===== config.mk =====
export PLATFORM = sky130hd
export DESIGN_NAME = rxg_config_regs
export DESIGN_NICKNAME = d
export VERILOG_FILES = /design/src/rxg_pkg.sv /design/src/rxg_gain_if.sv /design/src/rxg_config_regs.sv /design/src/rxg_gain_decode.sv
export VERILOG_INCLUDE_DIRS = /design/src
export SDC_FILE = /design/constraint.sdc
export NUM_CORES = 1
export LEC_CHECK = 0
export BUFFER_PORTS_ARGS = -buffer_cell sky130_fd_sc_hd__buf_4
export CAP_MARGIN = 25
export CORE_ASPECT_RATIO = 1.1
export CORE_MARGIN = 8
export CORE_UTILIZATION = 40
export CTS_CLUSTER_SIZE = 16
export DETAILED_ROUTE_END_ITERATION = 7
export HOLD_SLACK_MARGIN = 0.08
export PLACE_DENSITY = 0.61
export SLEW_MARGIN = 15
export SYNTH_ARGS = -nofsm -noshare
export SYNTH_HDL_FRONTEND = slang
export SYNTH_SLANG_ARGS = --single-unit

===== constraint.sdc =====
create_clock -name ref_clk -period 2.35 [get_ports ref_clk]
set_input_delay 0.235 -clock ref_clk [delete_from_list [all_inputs] [get_ports ref_clk]]
set_output_delay 0.235 -clock ref_clk [all_outputs]
set_load 0.02 [all_outputs]

===== src/rxg_params.svh =====
// Purpose: Register offsets, defaults, field positions and timing figures of the receiver gain configuration bank
// Assumes: Included by bare name wherever a constant is needed
// Notes:   Definitions only
`ifndef RXG_PARAMS_SVH
`define RXG_PARAMS_SVH

// Register map, 6-bit byte address
`define RXG_ADDR_W          6
`define RXG_ADDR_FRONT      6'h0B
`define RXG_ADDR_FIRST      6'h0C
`define RXG_ADDR_LATER      6'h0D

// Power-up and Set Default values
`define RXG_RST_FRONT       8'h1A
`define RXG_RST_FIRST       8'hD8
`define RXG_RST_LATER       8'h00
`define RXG_READ_UNMAPPED   8'h00

// Front control fields
`define RXG_B_LOWPOWER      7
`define RXG_B_LFSPLIT       6
`define RXG_B_LFENABLE      5
`define RXG_B_AGCEN         4
`define RXG_B_AGCFULL       3
`define RXG_B_AGCRESET      2
`define RXG_B_SQUELCHAUTO   1
`define RXG_B_MIXCLK        0

// First-stage gain fields
`define RXG_F_AMFIRST       7:5
`define RXG_F_PMFIRST       4:2
`define RXG_B_CLIP          1
`define RXG_B_FORCECUT      0

// Later-stage gain fields and code meaning
`define RXG_F_AMLATER       7:4
`define RXG_F_PMLATER       3:0
`define RXG_CODE_MAX        4'hA
`define RXG_WINDOW_MAX      4'h4
`define RXG_FORCED_CUT      3'h2
`define RXG_FIRST_BOOST     3'h7

// Timing
`define RXG_CLK_MHZ         40
`define RXG_SQ_DELAY_PS     18880000
`define RXG_AGC_PULSES      4'h8
`define RXG_SQ_CNT_W        10

`endif


===== src/rxg_pkg.sv =====
// Purpose: Shared types of the receiver gain configuration bank
// Assumes: Used with package-qualified names only
// Notes:   Constants live in rxg_params.svh
package rxg_pkg;

  // Automatic squelch sequence after end of transmit
  typedef enum logic [1:0] {
    SQ_IDLE,
    SQ_WAIT,
    SQ_ON
  } rxg_squelch_t;

endpackage


===== src/rxg_gain_if.sv =====
// Purpose: Carries the active later-stage codes to the decoder and the decoded settings back
// Assumes: Single clock domain, purely combinational path
// Notes:   Index 0 is the AM channel, index 1 the PM channel
`timescale 1ns/1ps
interface rxg_gain_if;
  logic [1:0][3:0] laterCode;
  logic            forcedCut;
  logic [1:0][3:0] windowSteps;
  logic [1:0][2:0] stageCut;

  modport ctrl (output laterCode, output forcedCut, input windowSteps, input stageCut);
  modport dec  (input laterCode, input forcedCut, output windowSteps, output stageCut);
endinterface // rxg_gain_if


===== src/rxg_config_regs.sv =====
// Purpose: Receiver front control, first-stage gain and later-stage gain registers with their decoded controls
// Assumes: All inputs synchronous to ref_clk; command inputs are one-cycle pulses
// Notes:   Later-stage gain takes effect only on Reset Rx Gain or Set Default; decoded gains lag the active code by one cycle
//
// Contract
// - Front bit 7 set puts the receiver into low power operation.
// - Front bit 6 selects differential LF or split inputs to AM and PM.
// - Front bit 5 applies the LF signal to the receiver input.
// - Bit 4 enables AGC; bit 3 chooses whole period or first eight pulses.
// - Bit 2 picks preset-based or reset-based gain control algorithm.
// - Bit 1 starts squelch 18.88 us after transmit, stops at mask timer expiry.
// - Bit 0 picks mixer clock; single-ended mode always uses internal signal.
// - AM first-stage code: 0 full, 1-6 cut 2.5 dB steps, 7 boosts.
// - PM first-stage code uses the same coding as the AM field.
// - First-stage bit 1 clips output of first and second stages.
// - Bit 0 forces later stages to -6 dB, max window; restart after clearing.
// - AM later-stage codes 1-4 widen window, 5-A also cut stage gain.
// - PM later-stage field follows the same coding as the AM field.
// - Later-stage register reaches gain logic only on Reset Rx Gain command.
// - All three registers return to defaults at power-up and Set Default.
// - Registers are read/write at addresses 0Bh, 0Ch and 0Dh.
`timescale 1ns/1ps
`include "rxg_params.svh"
module rxg_config_regs
(
  input  wire logic                    ref_clk,
  input  wire logic                    rst_n,
  input  wire logic [`RXG_ADDR_W-1:0]  regAddr,
  input  wire logic [7:0]              wrData,
  input  wire logic                    wrStrobe,
  input  wire logic                    rdStrobe,
  output logic      [7:0]              rdData,
  input  wire logic                    setDefaultCmd,
  input  wire logic                    resetRxGainCmd,
  input  wire logic                    receiverRestart,
  input  wire logic                    singleEndedMode,
  input  wire logic                    txEnd,
  input  wire logic                    maskTimerExpired,
  input  wire logic                    rxActive,
  input  wire logic                    subCarrierPulse,
  output logic                         lowPowerReceive,
  output logic                         lowfreqSplitSelect,
  output logic                         lfInputEnable,
  output logic                         agcEnable,
  output logic                         agcResetAlgorithm,
  output logic                         agcActive,
  output logic                         squelchActive,
  output logic                         phaseMixerClockSelect,
  output logic      [2:0]              amFirstStageGain,
  output logic      [2:0]              pmFirstStageGain,
  output logic                         clipEnable,
  output logic                         forcedPeerGainCut,
  output logic                         restartPending,
  output logic      [3:0]              amLaterStageGain,
  output logic      [3:0]              pmLaterStageGain,
  output logic      [3:0]              amWindowSteps,
  output logic      [3:0]              pmWindowSteps,
  output logic      [2:0]              amStageCut,
  output logic      [2:0]              pmStageCut
);

  ////////////////////////////////////////////////////////////////////////////
  // Timing: least delay rounds up to whole cycles
  localparam int SQ_CYCLES = (`RXG_SQ_DELAY_PS * `RXG_CLK_MHZ + 999999) / 1000000;
  localparam logic [`RXG_SQ_CNT_W-1:0] SQ_LAST = `RXG_SQ_CNT_W'(SQ_CYCLES - 1);

  ////////////////////////////////////////////////////////////////////////////
  // State
  typedef struct packed {
    logic [7:0]               front;
    logic [7:0]               first;
    logic [7:0]               later;
    logic [7:0]               laterActive;
    logic [7:0]               rdData;
    rxg_pkg::rxg_squelch_t    sqState;
    logic [`RXG_SQ_CNT_W-1:0] sqCnt;
    logic [3:0]               agcPulses;
    logic                     agcOn;
    logic                     mixInternal;
    logic                     restartPending;
    logic [1:0][3:0]          window;
    logic [1:0][2:0]          cut;
  } rxg_state_t;

  rxg_state_t state;
  rxg_state_t next_state;

  rxg_gain_if gainBus ();

  logic wrFront;
  logic wrFirst;
  logic wrLater;

  ////////////////////////////////////////////////////////////////////////////
  // Address decode
  assign wrFront = wrStrobe && (regAddr == `RXG_ADDR_FRONT);
  assign wrFirst = wrStrobe && (regAddr == `RXG_ADDR_FIRST);
  assign wrLater = wrStrobe && (regAddr == `RXG_ADDR_LATER);

  // Decoder sees the active code, never the freshly written one
  assign gainBus.laterCode[0] = state.laterActive[`RXG_F_AMLATER];
  assign gainBus.laterCode[1] = state.laterActive[`RXG_F_PMLATER];
  assign gainBus.forcedCut    = state.first[`RXG_B_FORCECUT];

  rxg_gain_decode uDecode
  (
    .gain (gainBus)
  );

  ////////////////////////////////////////////////////////////////////////////
  // Next-state logic
  always_comb
  begin
    next_state = state;

    // Register writes; Set Default overrides a write in the same cycle
    if (wrFront)
      next_state.front = wrData;
    if (wrFirst)
      next_state.first = wrData;
    if (wrLater)
      next_state.later = wrData;
    if (resetRxGainCmd)
      next_state.laterActive = state.later;
    if (setDefaultCmd)
    begin
      next_state.front       = `RXG_RST_FRONT;
      next_state.first       = `RXG_RST_FIRST;
      next_state.later       = `RXG_RST_LATER;
      next_state.laterActive = `RXG_RST_LATER;
    end

    // Read data stand in the cycle after the strobe only
    next_state.rdData = `RXG_READ_UNMAPPED;
    if (rdStrobe)
    begin
      case (regAddr)
        `RXG_ADDR_FRONT: next_state.rdData = state.front;
        `RXG_ADDR_FIRST: next_state.rdData = state.first;
        `RXG_ADDR_LATER: next_state.rdData = state.later;
        default:         next_state.rdData = `RXG_READ_UNMAPPED;
      endcase
    end

    // Clearing the forced cut leaves the receiver in a stale state until restarted; set wins over clear
    if (receiverRestart)
      next_state.restartPending = 1'b0;
    if (state.first[`RXG_B_FORCECUT] && !next_state.first[`RXG_B_FORCECUT])
      next_state.restartPending = 1'b1;

    // Single-ended mode has no usable driver reference, so the internal signal is forced
    next_state.mixInternal = singleEndedMode || next_state.front[`RXG_B_MIXCLK];

    // Squelch sequence; disabling automatic squelch aborts it at once
    case (state.sqState)
      rxg_pkg::SQ_IDLE:
      begin
        next_state.sqCnt = '0;
        if (txEnd && state.front[`RXG_B_SQUELCHAUTO])
          next_state.sqState = rxg_pkg::SQ_WAIT;
      end
      rxg_pkg::SQ_WAIT:
      begin
        next_state.sqCnt = state.sqCnt + 1'b1;
        if (state.sqCnt == SQ_LAST)
          next_state.sqState = rxg_pkg::SQ_ON;
      end
      rxg_pkg::SQ_ON:
      begin
        next_state.sqCnt = '0;
        if (maskTimerExpired)
          next_state.sqState = rxg_pkg::SQ_IDLE;
      end
      default:
      begin
        next_state.sqCnt   = '0;
        next_state.sqState = rxg_pkg::SQ_IDLE;
      end
    endcase
    if (!state.front[`RXG_B_SQUELCHAUTO])
      next_state.sqState = rxg_pkg::SQ_IDLE;

    // AGC window: whole receive period or the first eight sub-carrier pulses
    if (!rxActive)
      next_state.agcPulses = 4'h0;
    else if (subCarrierPulse && state.agcPulses != `RXG_AGC_PULSES)
      next_state.agcPulses = state.agcPulses + 4'h1;
    next_state.agcOn = state.front[`RXG_B_AGCEN] && rxActive &&
                       (state.front[`RXG_B_AGCFULL] || next_state.agcPulses != `RXG_AGC_PULSES);

    // Decoded later-stage gain, registered so outputs come from flops
    next_state.window = gainBus.windowSteps;
    next_state.cut    = gainBus.stageCut;
  end

  ////////////////////////////////////////////////////////////////////////////
  // State register
  always_ff @(posedge ref_clk or negedge rst_n)
  begin
    if (!rst_n)
    begin
      state             <= '0;
      state.front       <= `RXG_RST_FRONT;
      state.first       <= `RXG_RST_FIRST;
      state.later       <= `RXG_RST_LATER;
      state.laterActive <= `RXG_RST_LATER;
      state.sqState     <= rxg_pkg::SQ_IDLE;
    end
    else
      state <= next_state;
  end

  ////////////////////////////////////////////////////////////////////////////
  // Outputs straight from state flops, except squelchActive decoded from sqState
  assign rdData                = state.rdData;
  assign lowPowerReceive       = state.front[`RXG_B_LOWPOWER];
  assign lowfreqSplitSelect    = state.front[`RXG_B_LFSPLIT];
  assign lfInputEnable         = state.front[`RXG_B_LFENABLE];
  assign agcEnable             = state.front[`RXG_B_AGCEN];
  assign agcResetAlgorithm     = state.front[`RXG_B_AGCRESET];
  assign agcActive             = state.agcOn;
  assign squelchActive         = (state.sqState == rxg_pkg::SQ_ON);
  assign phaseMixerClockSelect = state.mixInternal;
  assign amFirstStageGain      = state.first[`RXG_F_AMFIRST];
  assign pmFirstStageGain      = state.first[`RXG_F_PMFIRST];
  assign clipEnable            = state.first[`RXG_B_CLIP];
  assign forcedPeerGainCut     = state.first[`RXG_B_FORCECUT];
  assign restartPending        = state.restartPending;
  assign amLaterStageGain      = state.laterActive[`RXG_F_AMLATER];
  assign pmLaterStageGain      = state.laterActive[`RXG_F_PMLATER];
  assign amWindowSteps         = state.window[0];
  assign pmWindowSteps         = state.window[1];
  assign amStageCut            = state.cut[0];
  assign pmStageCut            = state.cut[1];

  ////////////////////////////////////////////////////////////////////////////
  // Checks
  frontWrite_a : assert property (@(posedge ref_clk) disable iff (!rst_n)
    wrFront && !setDefaultCmd |=> lowPowerReceive == $past(wrData[`RXG_B_LOWPOWER]) &&
                                  lowfreqSplitSelect == $past(wrData[`RXG_B_LFSPLIT]))
    else $error("Front control write not applied");

  readData_a : assert property (@(posedge ref_clk) disable iff (!rst_n)
    rdStrobe && regAddr == `RXG_ADDR_FIRST |=> rdData == $past(state.first))
    else $error("First-stage readback wrong");

  readIdle_a : assert property (@(posedge ref_clk) disable iff (!rst_n)
    !rdStrobe |=> rdData == `RXG_READ_UNMAPPED)
    else $error("Read data stand without a strobe");

  laterHeld_a : assert property (@(posedge ref_clk) disable iff (!rst_n)
    !resetRxGainCmd && !setDefaultCmd |=> $stable(amLaterStageGain) && $stable(pmLaterStageGain))
    else $error("Later-stage gain changed without Reset Rx Gain");

  laterLoad_a : assert property (@(posedge ref_clk) disable iff (!rst_n)
    resetRxGainCmd && !setDefaultCmd |=> {amLaterStageGain, pmLaterStageGain} == $past(state.later))
    else $error("Reset Rx Gain did not load stored value");

  setDefault_a : assert property (@(posedge ref_clk) disable iff (!rst_n)
    setDefaultCmd |=> state.front == `RXG_RST_FRONT && state.first == `RXG_RST_FIRST &&
                      state.later == `RXG_RST_LATER)
    else $error("Set Default did not restore registers");

  mixerClock_a : assert property (@(posedge ref_clk) disable iff (!rst_n)
    singleEndedMode |=> phaseMixerClockSelect)
    else $error("Single-ended mode not using internal mixer clock");

  squelchDelay_a : assert property (@(posedge ref_clk) disable iff (!rst_n)
    $rose(squelchActive) |-> $past(state.sqCnt) == SQ_LAST && $past(state.sqState) == rxg_pkg::SQ_WAIT)
    else $error("Squelch started at wrong delay");

  squelchStop_a : assert property (@(posedge ref_clk) disable iff (!rst_n)
    squelchActive && maskTimerExpired |=> !squelchActive)
    else $error("Squelch not stopped at mask timer expiry");

  forcedCut_a : assert property (@(posedge ref_clk) disable iff (!rst_n)
    forcedPeerGainCut && $past(forcedPeerGainCut) |-> amStageCut == `RXG_FORCED_CUT &&
                                                     pmWindowSteps == `RXG_WINDOW_MAX)
    else $error("Forced cut not applied");

  restartFlag_a : assert property (@(posedge ref_clk) disable iff (!rst_n)
    $fell(forcedPeerGainCut) |-> restartPending)
    else $error("Restart not flagged after clearing forced cut");

  agcPulses_a : assert property (@(posedge ref_clk) disable iff (!rst_n)
    agcEnable && !state.front[`RXG_B_AGCFULL] && state.agcPulses == `RXG_AGC_PULSES && rxActive
    |=> !agcActive)
    else $error("AGC ran past eight pulses");

  // Register bus storage and readback
  firstWrite_a : assert property (@(posedge ref_clk) disable iff (!rst_n)
    wrFirst && !setDefaultCmd |=> {amFirstStageGain, pmFirstStageGain, clipEnable, forcedPeerGainCut} ==
                                  $past(wrData))
    else $error("First-stage write not applied");

  frontMisc_a : assert property (@(posedge ref_clk) disable iff (!rst_n)
    wrFront && !setDefaultCmd |=> lfInputEnable == $past(wrData[`RXG_B_LFENABLE]) &&
                                  agcResetAlgorithm == $past(wrData[`RXG_B_AGCRESET]))
    else $error("LF enable or AGC algorithm write not applied");

  mixerWrite_a : assert property (@(posedge ref_clk) disable iff (!rst_n)
    wrFront && !setDefaultCmd && !singleEndedMode |=> phaseMixerClockSelect == $past(wrData[`RXG_B_MIXCLK]))
    else $error("Mixer clock select does not follow the written bit");

  laterStore_a : assert property (@(posedge ref_clk) disable iff (!rst_n)
    wrLater && !setDefaultCmd |=> state.later == $past(wrData))
    else $error("Later-stage write not stored as written");

  readFront_a : assert property (@(posedge ref_clk) disable iff (!rst_n)
    rdStrobe && regAddr == `RXG_ADDR_FRONT |=> rdData == $past(state.front))
    else $error("Front control readback wrong");

  readLater_a : assert property (@(posedge ref_clk) disable iff (!rst_n)
    rdStrobe && regAddr == `RXG_ADDR_LATER |=> rdData == $past(state.later))
    else $error("Later-stage readback wrong");

  // Decoded later-stage gain trails the active code by one cycle
  amWindow_a : assert property (@(posedge ref_clk) disable iff (!rst_n)
    !$past(forcedPeerGainCut) && $past(amLaterStageGain) >= `RXG_WINDOW_MAX |->
      amWindowSteps == `RXG_WINDOW_MAX)
    else $error("AM digitizer window not at full width");

  pmCut_a : assert property (@(posedge ref_clk) disable iff (!rst_n)
    !$past(forcedPeerGainCut) && $past(pmLaterStageGain) >= `RXG_CODE_MAX |->
      pmStageCut == 3'(`RXG_CODE_MAX - `RXG_WINDOW_MAX))
    else $error("PM stage cut not at the largest step");

  // Squelch, AGC and restart
  squelchOff_a : assert property (@(posedge ref_clk) disable iff (!rst_n)
    !state.front[`RXG_B_SQUELCHAUTO] |=> !squelchActive)
    else $error("Squelch active with automatic squelch disabled");

  agcOff_a : assert property (@(posedge ref_clk) disable iff (!rst_n)
    !agcEnable || !rxActive |=> !agcActive)
    else $error("AGC active while disabled or outside receive");

  agcWhole_a : assert property (@(posedge ref_clk) disable iff (!rst_n)
    agcEnable && state.front[`RXG_B_AGCFULL] && rxActive |=> agcActive)
    else $error("AGC not active over the whole receive period");

  restartHold_a : assert property (@(posedge ref_clk) disable iff (!rst_n)
    restartPending && !receiverRestart |=> restartPending)
    else $error("Restart request dropped without a restart");

endmodule // rxg_config_regs


===== src/rxg_gain_decode.sv =====
// Purpose: Decodes later-stage gain codes into digitizer window steps and stage cut steps per channel
// Assumes: Codes are the active values already loaded by Reset Rx Gain
// Notes:   One step is 3 dB for both outputs
`timescale 1ns/1ps
`include "rxg_params.svh"
module rxg_gain_decode
(
  rxg_gain_if.dec gain
);

  ////////////////////////////////////////////////////////////////////////////
  // Per-channel decode
  genvar ch;
  generate
    for (ch = 0; ch < 2; ch++)
    begin : gChan
      logic [3:0] clamped;
      // Unused codes act as the strongest reduction rather than wrapping
      assign clamped = (gain.laterCode[ch] > `RXG_CODE_MAX) ? `RXG_CODE_MAX : gain.laterCode[ch];
      // Window widens first, then stage gain drops on top of the full window
      always_comb
      begin
        if (gain.forcedCut)
        begin
          gain.windowSteps[ch] = `RXG_WINDOW_MAX;
          gain.stageCut[ch]    = `RXG_FORCED_CUT;
        end
        else if (clamped > `RXG_WINDOW_MAX)
        begin
          gain.windowSteps[ch] = `RXG_WINDOW_MAX;
          gain.stageCut[ch]    = 3'(clamped - `RXG_WINDOW_MAX);
        end
        else
        begin
          gain.windowSteps[ch] = clamped;
          gain.stageCut[ch]    = 3'h0;
        end
      end
    end
  endgenerate

endmodule // rxg_gain_decode


==> qor.txt <==
==================================================================================================
Total Negative Setup Slacks                                                                   0 ps
Worst flop-to-flop path endpoint                                                         agcActive
Overall routing resource usage                                                               0.130
Die W                                                                                       104 µm
Largest driver fanout on the critical path                                                       5
Remaining antenna violation count after routing                                                  0
Final net count                                                                                399
Total Power                                                                                2.71 mW
Endpoint arrival time on the critical path                                                 2040 ps
Worst supply voltage drop on vdd                                                        0.000406 V
Detailed-route wire length per cell                                                        15.5 µm
Metal1 wirelength                                                                          3.53 mm
Count of unresolved DRC violations after routing                                                 0
Uppermost signal routing layer after detailed routing                                         met4
Hold path depth                                                                                  2
Distinct cells, synth                                                                           43
Post-layout minimum cycle time                                                             1780 ps
Synth warnings                                                                                   0
Die H                                                                                       113 µm
Commonest non-fill, non-tap cells in the layout                                       sky130_fd_sc_hd__buf_4, sky130_fd_sc_hd__dfrtp_1, sky130_fd_sc_hd__nand2_1
Static Leakage                                                                             1.84 nW
Cell count after synthesis                                                                     336
Global-route wire length before repair                                                     12.5 mm
Max-cap violations                                                                               0
Share of final-layout standard cells stronger than drive strength 1                          0.272
Flip-flop and latch count after synthesis                                                       73
Final Setup Violations                                                                           0
Drt first pass iters                                                                             4
Slew Limit Headroom                                                                          0.395
Ant diodes                                                                                       0
Mean instance size in the synthesized netlist                                             10.2 µm²
Utilization after layout                                                                     0.476
Depth of the worst register-to-register path                                                     6
Clock transition time at the flip-flop clock pins of the worst setup and hold paths          80 ps
Category of the worst setup path capture point                                            register
Hpwl dp                                                                                    5.21 mm
Via count of the first global-routing pass                                                    2479
Worst min-delay path category                                                            in -> reg
Clock skew after layout                                                                    7.05 ps
Clock latency at the later pin of the worst-skew pair                                       340 ps
Share of flip-flops with an asynchronous set or reset after synthesis                         1.00
DRC violation total after the first TritonRoute iteration                                      108
Clock net sink count                                                                            73
Mux share of post-synthesis cell area                                                       0.0382
Share of the clock period used by the worst path after layout                                0.757
Critical setup path kind                                                                reg -> reg
Routability congestion estimate from global placement                                        0.772
Signed area change from the synthesized netlist to the final layout                          16.0%
Resized cells post-CTS                                                                           0
Portion of total power attributed to combinational logic                                     0.097
CTS tree                                                                                      done
Status                                                                                finished clean
Max clock buf depth                                                                              2
Num ports                                                                                       73
Power Internal                                                                             2.04 mW
Seq/Total Area, Yosys                                                                        0.534
Compound-Gate Fraction of Synth Area                                                        0.0965
Setup repair after global routing missed its margin                                             no
Total Die Area                                                                          0.0118 mm²
Number of levels the H-tree was split into                                                       3
Avg Vias per Cell                                                                             4.94
Maximum number of pins on one net before global-route repair                                    74
Actual slew at the worst max-slew pin                                                       908 ps
Number of enable-type register cells in the synthesized netlist                                  0
Number of antenna violations at the first check in global routing                                0
NetSw                                                                                     0.676 mW
Routed length on met3                                                                       412 µm
Count of final hold-check violations                                                             0
Master cell of the clock root buffer                                                  sky130_fd_sc_hd__clkbuf_8
Initial core utilization                                                                     0.411
Final max-slew violation count                                                                   0
Achievable frequency                                                                       562 MHz
Final routed wirelength across all metal layers                                            7.51 mm
Metal2 WL                                                                                  3.49 mm
Vias                                                                                          2400
Worst Hold Endpoint                                                                   phaseMixerClockSelect
FF-to-FF setup slack                                                                        570 ps
Share of power burned in the clock network                                                   0.389
Source of the worst hold timing path                                                  singleEndedMode
Combinational family with the most area after synthesis                               simple AND/OR/NAND/NOR gates
Dominant synthesized flop cell                                                        sky130_fd_sc_hd__dfrtp_1
Leading cell type in the layout, fill and taps excluded                               sky130_fd_sc_hd__buf_4
Total clock buffers created by CTS                                                               9
Area share of fa/ha/maj cells after synthesis                                               0.0109
Floorplan row count                                                                             35
R2r startpoint                                                                           state[17]
Post-Synth XOR/XNOR Area                                                                    0.0204
Core box area                                                                          0.00836 mm²
Simple-gate area share of the yosys netlist                                                  0.186
Critical Path Source Type                                                                 register
I/O Buffers                                                                                     72
Power density normalized to cell area                                                   681 mW/mm²
Sw Ratio                                                                                     0.249
Sequential power share                                                                       0.514
Combined area of all synthesized cells                                                 0.00344 mm²
Required arrival time at the worst endpoint                                                2610 ps
GR Overflow Total                                                                                0
==================================================================================================
[power by group through the flow]
stage               clock [mW]  sequential, mW  combinational [mW]
finish                    1.06            1.39               0.264
floorplan                    0            1.40               0.168
global placement             0            1.41               0.259
detailed placement           0            1.42               0.270
global route              1.12            1.41               0.301
CTS                       1.07            1.40               0.269
[registers in the layout, summed over array words and instances, names as in the netlist, 3 cells and up]
name	count
pmLaterStageGain	4
pmStageCut	3
amWindowSteps	4
state	27
rdData	8
amStageCut	3
pmWindowSteps	4
amFirstStageGain	3
pmFirstStageGain	3
amLaterStageGain	4
[critical path: stages (launching register included)]
cell and delay, ps:
sky130_fd_sc_hd__dfrtp_1 440, sky130_fd_sc_hd__inv_1 100, sky130_fd_sc_hd__ha_1 140, sky130_fd_sc_hd__nand2_1 60
sky130_fd_sc_hd__o21ai_0 410, sky130_fd_sc_hd__mux2_2 390, sky130_fd_sc_hd__a31oi_1 160
[metal layers]
| metal | GRT usage | vias to the layer above |
|---|---|---|
| met3 | 0.0318 | 6 |
| met2 | 0.200 | 70 |
| li1 | - | 1167 |
| met4 | 0.0464 | 0 |
| met1 | 0.174 | 1157 |
| met5 | 0 | - |
[synthesized netlist by cell type, types with 3 or more instances]
library cell	count	area, µm²
sky130_fd_sc_hd__nor3_1	8	40.0
sky130_fd_sc_hd__and2_1	6	37.5
sky130_fd_sc_hd__nor3b_1	3	22.5
sky130_fd_sc_hd__o21ai_0	3	15.0
sky130_fd_sc_hd__nor2b_1	8	50.1
sky130_fd_sc_hd__clkbuf_1	6	22.5
sky130_fd_sc_hd__o21bai_1	4	30.0
sky130_fd_sc_hd__nand3b_1	3	22.5
sky130_fd_sc_hd__xor2_1	6	52.6
sky130_fd_sc_hd__a21oi_1	31	155
sky130_fd_sc_hd__ha_1	3	37.5
sky130_fd_sc_hd__a22oi_2	3	37.5
sky130_fd_sc_hd__buf_2	3	15.0
sky130_fd_sc_hd__mux2i_1	12	120
sky130_fd_sc_hd__nand4_1	4	25.0
sky130_fd_sc_hd__nor2_1	29	109
sky130_fd_sc_hd__buf_4	39	293
sky130_fd_sc_hd__dfrtp_1	66	1650
sky130_fd_sc_hd__nand2_1	32	120
sky130_fd_sc_hd__nand3_1	21	105
sky130_fd_sc_hd__a22oi_1	5	37.5
sky130_fd_sc_hd__dfstp_2	7	184
sky130_fd_sc_hd__inv_1	8	30.0
[per-stage QoR]
step / cells / hold slack, ps / instance area (µm²) / setup WS, ps
after floorplan: 337 / -60.6 / 3440 / 746
after global placement: 469 / 432 / 3760 / 667
after detailed placement: 469 / 426 / 3760 / 589
after CTS: 486 / 93.0 / 3980 / 560
after global routing: 486 / 87.7 / 3980 / 360
final: 486 / 99.1 / 3980 / 571
[cell families (layout without fill, tap and decap cells)]
group / after synthesis / count (layout)
adders and majority gates: 3 / 3
other: 1 / 2
muxes: 13 / 13
DFF: 73 / 73
xor gates and xnor gates: 8 / 8
AOI/OAI and AO/OA: 53 / 53
and+or+nand+nor: 126 / 126
buffers and inverters: 59 / 97
[final cells by class]
type	count	area, µm²
Tap cell	111	139
Timing Repair Buffer	73	551
Multi-Input combinational cell	205	1220
Inverter	8	30.0
Fill cell	783	4380
Clock inverter	5	80.1
Clock buffer	11	131
Sequential cell	73	1840
[worst max-delay path by stage]
stage / start / end / slack, ps / depth (start not counted)
after detailed placement: state[17] / agcActive / 590 / 6
after global placement: regAddr[5] / restartPending / 670 / 5
final: state[17] / agcActive / 570 / 6
after floorplan: state[17] / agcActive / 750 / 6
after CTS: state[17] / agcActive / 560 / 6
after global routing: state[17] / agcActive / 360 / 6
[timing repair]
action	in CTS	in global routing
setup endpoints to repair	0	0
buffers inserted	0	0
hold endpoints to repair	66	0
hold buffers	1	0
(Power assumes the default switching activity.)
